`config.mk`:
```
export PLATFORM = sky130hd
export DESIGN_NAME = nibble_tx_device_flat
export DESIGN_NICKNAME = d
export VERILOG_FILES = /design/src/rtl/nib_pkg.sv /design/src/rtl/nib_link_if.sv /design/src/rtl/gap_counter.sv /design/src/rtl/nibble_tx_device.sv /design/src/flat_wrapper.sv
export VERILOG_INCLUDE_DIRS = /design/src /design/src/rtl
export SDC_FILE = /design/constraint.sdc
export NUM_CORES = 1
export LEC_CHECK = 0
export BUFFER_PORTS_ARGS = -buffer_cell sky130_fd_sc_hd__buf_2
export CORE_ASPECT_RATIO = 1.1
export CORE_UTILIZATION = 53
export CTS_CLUSTER_SIZE = 28
export DETAILED_ROUTE_END_ITERATION = 7
export PLACE_DENSITY_LB_ADDON = 0.3
export SETUP_SLACK_MARGIN = 0.1
export SYNTH_ARGS = -nofsm -noshare
export SYNTH_HDL_FRONTEND = slang
export SYNTH_SLANG_ARGS = --single-unit
```
`constraint.sdc`:
```
create_clock -name pclk -period 2.98 [get_ports pclk]
set_input_delay 0.447 -clock pclk [delete_from_list [all_inputs] [get_ports pclk]]
set_output_delay 0.447 -clock pclk [all_outputs]
set_load 0.01 [all_outputs]
```
`src/rtl/nib_consts.svh`:
```
// Offsets, field positions, reset values and timing counts of the nibble payload link
`ifndef NIB_CONSTS_SVH
`define NIB_CONSTS_SVH
`define MODE_REG_OFFSET 12'h000
`define STATUS_REG_OFFSET 12'h004
`define CAPTURE_REG_OFFSET 12'h008
`define MODE_REG_RESET 8'h00
`define LOOPBACK_BIT 7
`define TSEL_MSB 1
`define TSEL_LSB 0
`define TSEL_LOOP 2'b00
`define TSEL_SLAVE 2'b01
`define NIBBLE_BITS 4
`define PAYLOAD_BITS 4704
`define NIBBLES_PER_FRAME 1176
`define LONG_GAPS_PER_FRAME 14
`define NORMAL_GAP_TICKS 4
`define LONG_GAP_TICKS 5
`define SAMPLE_EDGE 3
`define CLOCK_HIGH_TICKS 2
`endif

```
`src/rtl/nib_pkg.sv`:
```
// Types used by the framer end of the nibble payload link
package nib_pkg;
  typedef enum logic [2:0] {
    MODE_SER_LOOP,
    MODE_SER_SLAVE,
    MODE_SER_MASTER,
    MODE_NIB_LOOP,
    MODE_NIB_SLAVE,
    MODE_NIB_MASTER
  } mode_t;
endpackage : nib_pkg

```
`src/rtl/nib_link_if.sv`:
```
// Pins between the framer transmit input and the terminal equipment
`timescale 1ns/1ps
interface nib_link_if;
  logic nibble_tx_clock;
  logic [3:0] tx_nibble_in;
  logic nibble_frame_marker;
  logic frame_ref_in;
  logic overhead_indicator;
  modport device (
    output nibble_tx_clock, nibble_frame_marker, overhead_indicator,
    input tx_nibble_in, frame_ref_in
  );
  modport terminal (
    input nibble_tx_clock, nibble_frame_marker, overhead_indicator,
    output tx_nibble_in, frame_ref_in
  );
endinterface : nib_link_if

```
`src/rtl/gap_counter.sv`:
```
// Single counter giving the gapped nibble clock, frame marker and sample strobe
`timescale 1ns/1ps
`include "nib_consts.svh"
module gap_counter #(
  parameter int NIBBLES = `NIBBLES_PER_FRAME,
  parameter int GAPS = `LONG_GAPS_PER_FRAME,
  parameter int NORMAL_GAP = `NORMAL_GAP_TICKS,
  parameter int LONG_GAP = `LONG_GAP_TICKS
) (
  input wire logic pclk, // System clock
  input wire logic presetn, // Async reset, active low
  input wire logic run, // Counter enabled
  input wire logic tick, // One reference clock rising edge
  input wire logic realign, // Renumber current nibble as first of frame
  output logic nib_clk, // Gapped nibble clock level
  output logic marker, // High during the last nibble of a frame
  output logic sample // Pulse at the third reference edge after a clock rise
);
  localparam int PER_BLK = NIBBLES / GAPS;
  localparam int NW = $clog2(PER_BLK);
  localparam int BW = $clog2(GAPS);

  if (NIBBLES % GAPS != 0 || NORMAL_GAP < `SAMPLE_EDGE + 1 || LONG_GAP <= NORMAL_GAP
      || LONG_GAP > 7 || PER_BLK < 2) begin : g_check
    $error("gap_counter: unsupported frame geometry");
  end

  logic [2:0] phase;
  logic [NW-1:0] nib;
  logic [BW-1:0] blk;
  logic [2:0] next_phase;
  logic [NW-1:0] next_nib;
  logic [BW-1:0] next_blk;
  logic [2:0] len;
  logic wrap;

  // One long slot opens each block, where the framer drops in an overhead bit
  assign len = (nib == '0) ? 3'(LONG_GAP - 1) : 3'(NORMAL_GAP - 1);
  assign wrap = tick && (phase == len);

  always_comb begin
    next_phase = phase;
    next_nib = nib;
    next_blk = blk;
    if (tick) begin
      if (wrap) begin
        next_phase = 3'h0;
        if (nib == NW'(PER_BLK - 1)) begin
          next_nib = '0;
          next_blk = (blk == BW'(GAPS - 1)) ? '0 : blk + BW'(1);
        end else begin
          next_nib = nib + NW'(1);
        end
      end else begin
        next_phase = phase + 3'h1;
      end
    end
    if (realign) begin
      next_nib = '0;
      next_blk = '0;
    end
  end

  always_ff @(posedge pclk or negedge presetn) begin
    // Idle parks on the last slot so the first tick after a start opens a whole pulse
    if (!presetn) begin
      phase <= 3'(NORMAL_GAP - 1);
      nib <= NW'(PER_BLK - 1);
      blk <= BW'(GAPS - 1);
    end else if (!run) begin
      phase <= 3'(NORMAL_GAP - 1);
      nib <= NW'(PER_BLK - 1);
      blk <= BW'(GAPS - 1);
    end else begin
      phase <= next_phase;
      nib <= next_nib;
      blk <= next_blk;
    end
  end

  always_ff @(posedge pclk or negedge presetn) begin
    if (!presetn) begin
      nib_clk <= 1'b0;
      marker <= 1'b0;
      sample <= 1'b0;
    end else begin
      nib_clk <= run && (next_phase < 3'(`CLOCK_HIGH_TICKS));
      sample <= run && tick && (next_phase == 3'(`SAMPLE_EDGE));
      if (!run || realign) begin
        marker <= 1'b0;
      end else if (wrap) begin
        marker <= (next_nib == NW'(PER_BLK - 1)) && (next_blk == BW'(GAPS - 1));
      end
    end
  end
endmodule : gap_counter

```
`src/rtl/nibble_tx_device.sv`:
```
// Framer transmit payload input in the nibble modes, with its APB register file
//
// The implementer's own choice: the APB register port.
`timescale 1ns/1ps
`include "nib_consts.svh"

// Summary of operation
// - Loop mode times from recovered line clock
// - Loop mode drives line clock divided by four
// - Nibbles captured per own nibble clock pulse
// - Marker high one nibble period, last nibble
// - Sample bus on third reference edge after pulse
// - 1176 nibble pulses between marker rises
// - Normal spacing four reference periods per pulse
// - Fourteen five-period gaps in each frame
// - Terminal launches nibble on nibble clock rise
// - After marker, terminal sends next frame's first
// - Overhead indicator held low, overhead internal
// - Strap high and select 00 picks loop
// - No local loopback in loop-timed mode
// - Slave mode divides local clock by four
// - Slave mode: frame reference rise starts a new frame
// - Terminal pulses frame reference with first nibble
// - Strap low: 01 serial slave, 1x master
module nibble_tx_device #(
  parameter int NIBBLES = `NIBBLES_PER_FRAME,
  parameter int GAPS = `LONG_GAPS_PER_FRAME
) (
  input wire logic pclk, // System clock, 20 MHz
  input wire logic presetn, // Async reset, active low
  input wire logic psel, // APB select
  input wire logic penable, // APB enable
  input wire logic pwrite, // APB write
  input wire logic [11:0] paddr, // APB byte address
  input wire logic [31:0] pwdata, // APB write data
  output logic [31:0] prdata, // APB read data
  output logic pready, // APB ready
  output logic pslverr, // APB error on unmapped address
  input wire logic recovered_line_clock, // Receive line clock pin
  input wire logic local_tx_clock, // Transmit input clock pin
  input wire logic nibble_mode_strap, // Nibble mode strap pin
  nib_link_if.device link, // Terminal equipment pins
  output logic [3:0] payload_nibble, // Last captured nibble
  output logic payload_valid, // Pulse: new nibble captured
  output logic payload_last, // Captured nibble closes a frame
  output logic local_loopback_en // Local loopback in force
);
  // Shrunk frames are allowed for fast runs; the default geometry must still add up
  if (`NIBBLES_PER_FRAME * `NIBBLE_BITS != `PAYLOAD_BITS || GAPS < 2
      || NIBBLES % GAPS != 0) begin : g_check
    $error("nibble_tx_device: unsupported frame geometry");
  end

  logic [2:0] sync1;
  logic [2:0] sync2;
  logic [1:0] ref_prev;
  logic [7:0] mode_reg;
  logic [31:0] rd_q;
  logic [15:0] frame_count;
  logic frame_ref_prev;
  logic marker_prev;
  nib_pkg::mode_t mode;
  logic run;
  logic ref_tick;
  logic realign;
  logic nib_clk;
  logic marker;
  logic sample;
  logic wr_en;
  logic setup;

  function automatic nib_pkg::mode_t decode_mode(input logic strap, input logic [1:0] tsel);
    nib_pkg::mode_t m;
    m = nib_pkg::MODE_SER_LOOP;
    if (strap) begin
      case (tsel)
        `TSEL_LOOP: m = nib_pkg::MODE_NIB_LOOP;
        `TSEL_SLAVE: m = nib_pkg::MODE_NIB_SLAVE;
        default: m = nib_pkg::MODE_NIB_MASTER;
      endcase
    end else begin
      case (tsel)
        `TSEL_LOOP: m = nib_pkg::MODE_SER_LOOP;
        `TSEL_SLAVE: m = nib_pkg::MODE_SER_SLAVE;
        default: m = nib_pkg::MODE_SER_MASTER;
      endcase
    end
    return m;
  endfunction : decode_mode

  function automatic logic is_mapped(input logic [11:0] a);
    return a == `MODE_REG_OFFSET || a == `STATUS_REG_OFFSET || a == `CAPTURE_REG_OFFSET;
  endfunction : is_mapped

  // Pins from outside pass two flops; only the second stage is read
  always_ff @(posedge pclk or negedge presetn) begin
    if (!presetn) begin
      sync1 <= 3'h0;
      sync2 <= 3'h0;
    end else begin
      sync1 <= {nibble_mode_strap, local_tx_clock, recovered_line_clock};
      sync2 <= sync1;
    end
  end

  always_ff @(posedge pclk or negedge presetn) begin
    if (!presetn) begin
      ref_prev <= 2'h0;
    end else begin
      ref_prev <= sync2[1:0];
    end
  end

  assign mode = decode_mode(sync2[2], mode_reg[`TSEL_MSB:`TSEL_LSB]);
  // Serial modes and the free-running nibble master are outside this block: link idles
  assign run = (mode == nib_pkg::MODE_NIB_LOOP) || (mode == nib_pkg::MODE_NIB_SLAVE);
  assign ref_tick = (mode == nib_pkg::MODE_NIB_LOOP) ? (sync2[0] && !ref_prev[0])
                                                     : (sync2[1] && !ref_prev[1]);

  // Frame reference comes from terminal logic on this clock, so no synchroniser
  always_ff @(posedge pclk or negedge presetn) begin
    if (!presetn) begin
      frame_ref_prev <= 1'b0;
    end else begin
      frame_ref_prev <= link.frame_ref_in;
    end
  end
  assign realign = (mode == nib_pkg::MODE_NIB_SLAVE) && link.frame_ref_in && !frame_ref_prev;

  gap_counter #(
    .NIBBLES(NIBBLES),
    .GAPS(GAPS),
    .NORMAL_GAP(`NORMAL_GAP_TICKS),
    .LONG_GAP(`LONG_GAP_TICKS)
  ) u_gap (
    .pclk(pclk),
    .presetn(presetn),
    .run(run),
    .tick(ref_tick),
    .realign(realign),
    .nib_clk(nib_clk),
    .marker(marker),
    .sample(sample)
  );

  assign link.nibble_tx_clock = nib_clk;
  assign link.nibble_frame_marker = marker;
  assign link.overhead_indicator = 1'b0;

  // The terminal launches on the clock rise; the bus is settled by the third edge
  always_ff @(posedge pclk or negedge presetn) begin
    if (!presetn) begin
      payload_nibble <= 4'h0;
      payload_valid <= 1'b0;
      payload_last <= 1'b0;
    end else begin
      payload_valid <= sample;
      if (sample) begin
        payload_nibble <= link.tx_nibble_in;
        payload_last <= marker;
      end
    end
  end

  always_ff @(posedge pclk or negedge presetn) begin
    if (!presetn) begin
      marker_prev <= 1'b0;
      frame_count <= 16'h0000;
    end else begin
      marker_prev <= marker;
      if (marker && !marker_prev) begin
        frame_count <= frame_count + 16'h0001;
      end
    end
  end

  assign setup = psel && !penable;
  assign wr_en = psel && penable && pwrite && (paddr == `MODE_REG_OFFSET);
  assign pready = 1'b1;
  assign pslverr = psel && penable && !is_mapped(paddr);

  // A write asking for loopback together with loop timing leaves loopback off
  always_ff @(posedge pclk or negedge presetn) begin
    if (!presetn) begin
      mode_reg <= `MODE_REG_RESET;
    end else if (wr_en) begin
      mode_reg <= pwdata[7:0];
      mode_reg[`LOOPBACK_BIT] <= pwdata[`LOOPBACK_BIT]
        && (pwdata[`TSEL_MSB:`TSEL_LSB] != `TSEL_LOOP);
    end
  end

  always_ff @(posedge pclk or negedge presetn) begin
    if (!presetn) begin
      local_loopback_en <= 1'b0;
    end else begin
      local_loopback_en <= mode_reg[`LOOPBACK_BIT] && (mode != nib_pkg::MODE_NIB_LOOP)
        && (mode != nib_pkg::MODE_SER_LOOP);
    end
  end

  // Read data is latched in the setup cycle so the access cycle needs no wait
  always_ff @(posedge pclk or negedge presetn) begin
    if (!presetn) begin
      rd_q <= 32'h0000_0000;
    end else if (setup) begin
      case (paddr)
        `MODE_REG_OFFSET: rd_q <= {24'h000000, mode_reg};
        `STATUS_REG_OFFSET: rd_q <= {frame_count, 10'h000, run, sync2[2],
                                     local_loopback_en, 3'(mode)};
        `CAPTURE_REG_OFFSET: rd_q <= {27'h0000000, payload_last, payload_nibble};
        default: rd_q <= 32'h0000_0000;
      endcase
    end
  end
  assign prdata = rd_q;
endmodule : nibble_tx_device

```
`src/flat_wrapper.sv`:
```
// flat-port wrapper written by rule: the top's interface ports become plain ports
module nibble_tx_device_flat 
#(
  parameter int NIBBLES = `NIBBLES_PER_FRAME,
  parameter int GAPS = `LONG_GAPS_PER_FRAME
)
  (pclk, presetn, psel, penable, pwrite, paddr, pwdata, prdata, pready, pslverr, recovered_line_clock, local_tx_clock, nibble_mode_strap, payload_nibble, payload_valid, payload_last, local_loopback_en, link_nibble_tx_clock, link_nibble_frame_marker, link_overhead_indicator, link_tx_nibble_in, link_frame_ref_in);
  nib_link_if link_i ();
  input wire logic pclk;
  input wire logic presetn;
  input wire logic psel;
  input wire logic penable;
  input wire logic pwrite;
  input wire logic [11:0] paddr;
  input wire logic [31:0] pwdata;
  output logic [31:0] prdata;
  output logic pready;
  output logic pslverr;
  input wire logic recovered_line_clock;
  input wire logic local_tx_clock;
  input wire logic nibble_mode_strap;
  output logic [3:0] payload_nibble;
  output logic payload_valid;
  output logic payload_last;
  output logic local_loopback_en;
  output wire logic [$bits(link_i.nibble_tx_clock)-1:0] link_nibble_tx_clock;
  output wire logic [$bits(link_i.nibble_frame_marker)-1:0] link_nibble_frame_marker;
  output wire logic [$bits(link_i.overhead_indicator)-1:0] link_overhead_indicator;
  input wire logic [$bits(link_i.tx_nibble_in)-1:0] link_tx_nibble_in;
  input wire logic [$bits(link_i.frame_ref_in)-1:0] link_frame_ref_in;
  assign link_nibble_tx_clock = link_i.nibble_tx_clock;
  assign link_nibble_frame_marker = link_i.nibble_frame_marker;
  assign link_overhead_indicator = link_i.overhead_indicator;
  assign link_i.tx_nibble_in = link_tx_nibble_in;
  assign link_i.frame_ref_in = link_frame_ref_in;
  nibble_tx_device #(.NIBBLES(NIBBLES), .GAPS(GAPS)) u_core (.pclk(pclk), .presetn(presetn), .psel(psel), .penable(penable), .pwrite(pwrite), .paddr(paddr), .pwdata(pwdata), .prdata(prdata), .pready(pready), .pslverr(pslverr), .recovered_line_clock(recovered_line_clock), .local_tx_clock(local_tx_clock), .nibble_mode_strap(nibble_mode_strap), .link(link_i), .payload_nibble(payload_nibble), .payload_valid(payload_valid), .payload_last(payload_last), .local_loopback_en(local_loopback_en));
endmodule
```
==> flow_summary.ini <==
[status]
status = completed

[clock_tree]
cts_tree = built
cts-hold-fix-buffers = 0
worst_skew_pair.late_latency_ns = 0.34
clock_path_buffers = 2
numClockSinks = 82
h-tree-depth = 3
cts_buffers = 9
cts.clk_slew.worst_paths_ns = 0.08
cts_root_buffer = clkbuf_8
post_cts_resized = 0
post_cts_buffers = 0

[critical_path]
cp-start-kind = flip-flop
worstPathRequired_ns = 3.20
max_stage_delay_ns = 0.58
worstPathArrival_ns = 2.64
reg2reg_slack_ns = 0.57
cp-startpoint = u_core.u_gap.nib[0]
rr_endpoint = u_core.u_gap.marker
critical-path-slowest-cell = dfstp_2
cp_max_fo = 8
reg2reg_depth = 7
r2r_start = u_core.u_gap.nib[0]
crit_path_end_kind = flip-flop
setup.worst_path.class = flip-flop to flip-flop
worstPathCellList = ha_1, nor2b_1, and4_1, o211ai_2, o21a_1, o211ai_1, o31ai_2

[drt]
drt-initial-drc-count = 138
firstDrtPassIters = 4
viasPerCell = 5.50
avgRoutedWirePerCell_microns = 14.5
drt_wl_total_microns = 7320
route.detailed.drc = 0
detail-route-antenna-nets = 0
vias = 2775

[power_and_ir_drop]
pwr_density_cell_nw_per_um2 = 533
p_leak_nw = 2.18
combPwrFrac_pct = 10.3
pwr-share-seq_pct = 49.8
p_int_mw = 1.81
p_clk_share_pct = 39.8
sw_frac_of_total_pct = 24.1
power_mw = 2.38
peakVddDrop_mv = 0.448
p_sw_uw = 573

[flow_run]
cap_violations = 0

[yosys]
synth-edff-count = 0
seq_area_frac_synth_pct = 53.4
async_reset_ff_share_pct = 100
ys.flop_type = dfrtp_1
ys_warn_count = 0
synth_area_per_cell_sq_um = 11.1
ys_ff_latch = 82
synth_cell_types = 54
syn_area_sq_um = 3860
synth_cells = 349

[timing]
tightest_slew_ns = 0.981
fin_setup_tns_ns = 0
post-route-period-util_pct = 81.0
skew_ns = 0.0105
finalHoldViolations = 0
drv_slew = 0
max_slew_margin_pct = 34.6
fmax_ghz = 0.414
setup_ws_ns = 0.567
finalSetupViolCount = 0
fin_crit_ns = 2.41
hold_ws_ns = 0.202
rsz0062_at_grt = no

[final_layout]
final_common_cell = dfrtp_1
drive_above_1_share_pct = 28.6
fillers = 559
final_nets = 478
antenna_cells = 0
largest_reg_flops = 24
synthToLayoutAreaGrowth_pct = 15.6
final_cell_mix = dfrtp_1 (73), buf_2 (65), nand2_1 (39)

[worst_hold_path]
worst_hold_path_type = input port to flip-flop
hold_end = u_core.sync1[0]
hp-start = recovered_line_clock
holdPathStages = 1

[global_routing]
grt_pass1_vias = 2690
grt_pass1_wl_microns = 12400
antenna_found_initial = 0
global_route.overflow_total = 0
grtUsageTotal_pct = 20.6
grt_max_degree = 83

[placement]
detailed_place_hpwl_microns = 5110
gp_congestion = 0.857
place_ws_ns = 0.590
portBuffers = 66

[floorplanning]
die-area_sq_um = 7630
initial_core_util_pct = 54.8
boundaryPins = 101
die_w_microns = 83.4
coreArea_sq_um = 7050
die_y_microns = 91.5
num_rows = 32
-- cells by family after synthesis --
kind of cell | Yosys count | synth area share, %
flops | 82 | 53.4
simple gates | 124 | 16.8
compound gates | 65 | 12.8
buf+inv | 30 | 4.31
other cells | 2 | 0.194
fa+ha+maj | 6 | 1.94
xor+xnor | 21 | 4.76
mux | 19 | 5.70
-- Yosys cell counts (2+ instances only) --
cell type  instances  area, sq um
buf_2              4         20.0
nand4b_1           2         17.5
a21oi_1           10         50.1
a22o_1            16          140
dfrtp_1           73         1830
nand2b_1           7         43.8
nor2b_1            6         37.5
xor2_1             7         61.3
and4_1             4         35.0
o21a_1             2         15.0
nor4_1             3         18.8
o21ai_2            2         17.5
clkbuf_1           7         26.3
and3_1             2         12.5
buf_4             11         82.6
mux2i_1            4         40.0
a31oi_1            2         12.5
ha_1               6         75.1
o21ai_0           13         65.1
mux2_2            14          158
nand3_1           11         55.1
nand2_1           39          146
o31ai_1            4         30.0
xnor2_1           14          123
or3_1              2         12.5
nor3_1             5         25.0
inv_1              7         26.3
o211ai_1           4         30.0
nand4_1            8         50.1
dfstp_2            9          236
conb_1             2         7.51
nor2_1            27          101
-- metal layers --
metal / share of wire, % / vias up / GRT usage, %
li1: - / 1358 / -
met1: 46 / 1350 / 26.8
met2: 50 / 57 / 33.9
met3: 2.9 / 10 / 3.55
met4: 1.5 / 0 / 9.34
met5: 0 / - / 0
-- critical path, delay by kind of cell, from the launching register on --
kind / cells / cell delay [ns]
flip-flops: 1 / 0.58
adder cells (fa/ha/maj): 1 / 0.30
AO/OA/AOI/OAI: 4 / 0.85
AND/OR/NAND/NOR: 2 / 0.56
-- final cells by class --
cell class                 count  area (sq um)  area share (%)
tap                           85           106            2.38
multi-input combinational    245          1660            37.2
inverter                       7          26.3           0.589
clock inverter                 6           115            2.58
clock buffer                  10           128            2.86
timing repair buffer          70           363            8.13
sequential                    82          2060            46.2
-- power groups by stage --
stage	registers (mW)	logic (mW)	clock network, mW
CTS	1.19	0.247	0.973
floorplan	1.20	0.180	0
global placement	1.21	0.240	0
global route	1.19	0.278	1.02
detailed placement	1.21	0.246	0
finish	1.19	0.246	0.947
-- per-stage QoR --
stage / instance area (sq um) / instances / utilization [%]
after floorplan: 3890 / 357 / -
after global placement: 4220 / 489 / 59.9
after detailed placement: 4220 / 489 / 59.9
after CTS: 4460 / 505 / 63.4
after global routing: 4460 / 505 / 63.4
final: 4460 / 505 / 63.4
-- worst max-delay path by stage --
| stage | endpoint | slack (ns) | cells past startpoint |
|---|---|---|---|
| after floorplan | u_core.u_gap.marker | 0.82 | 8 |
| after global placement | u_core.u_gap.marker | 0.62 | 7 |
| after detailed placement | u_core.mode_reg[5] | 0.59 | 7 |
| after CTS | u_core.u_gap.marker | 0.58 | 7 |
| after global routing | u_core.u_gap.marker | 0.41 | 7 |
| final | u_core.u_gap.marker | 0.57 | 7 |
No activity file was read; power rests on OpenSTA's default activity.
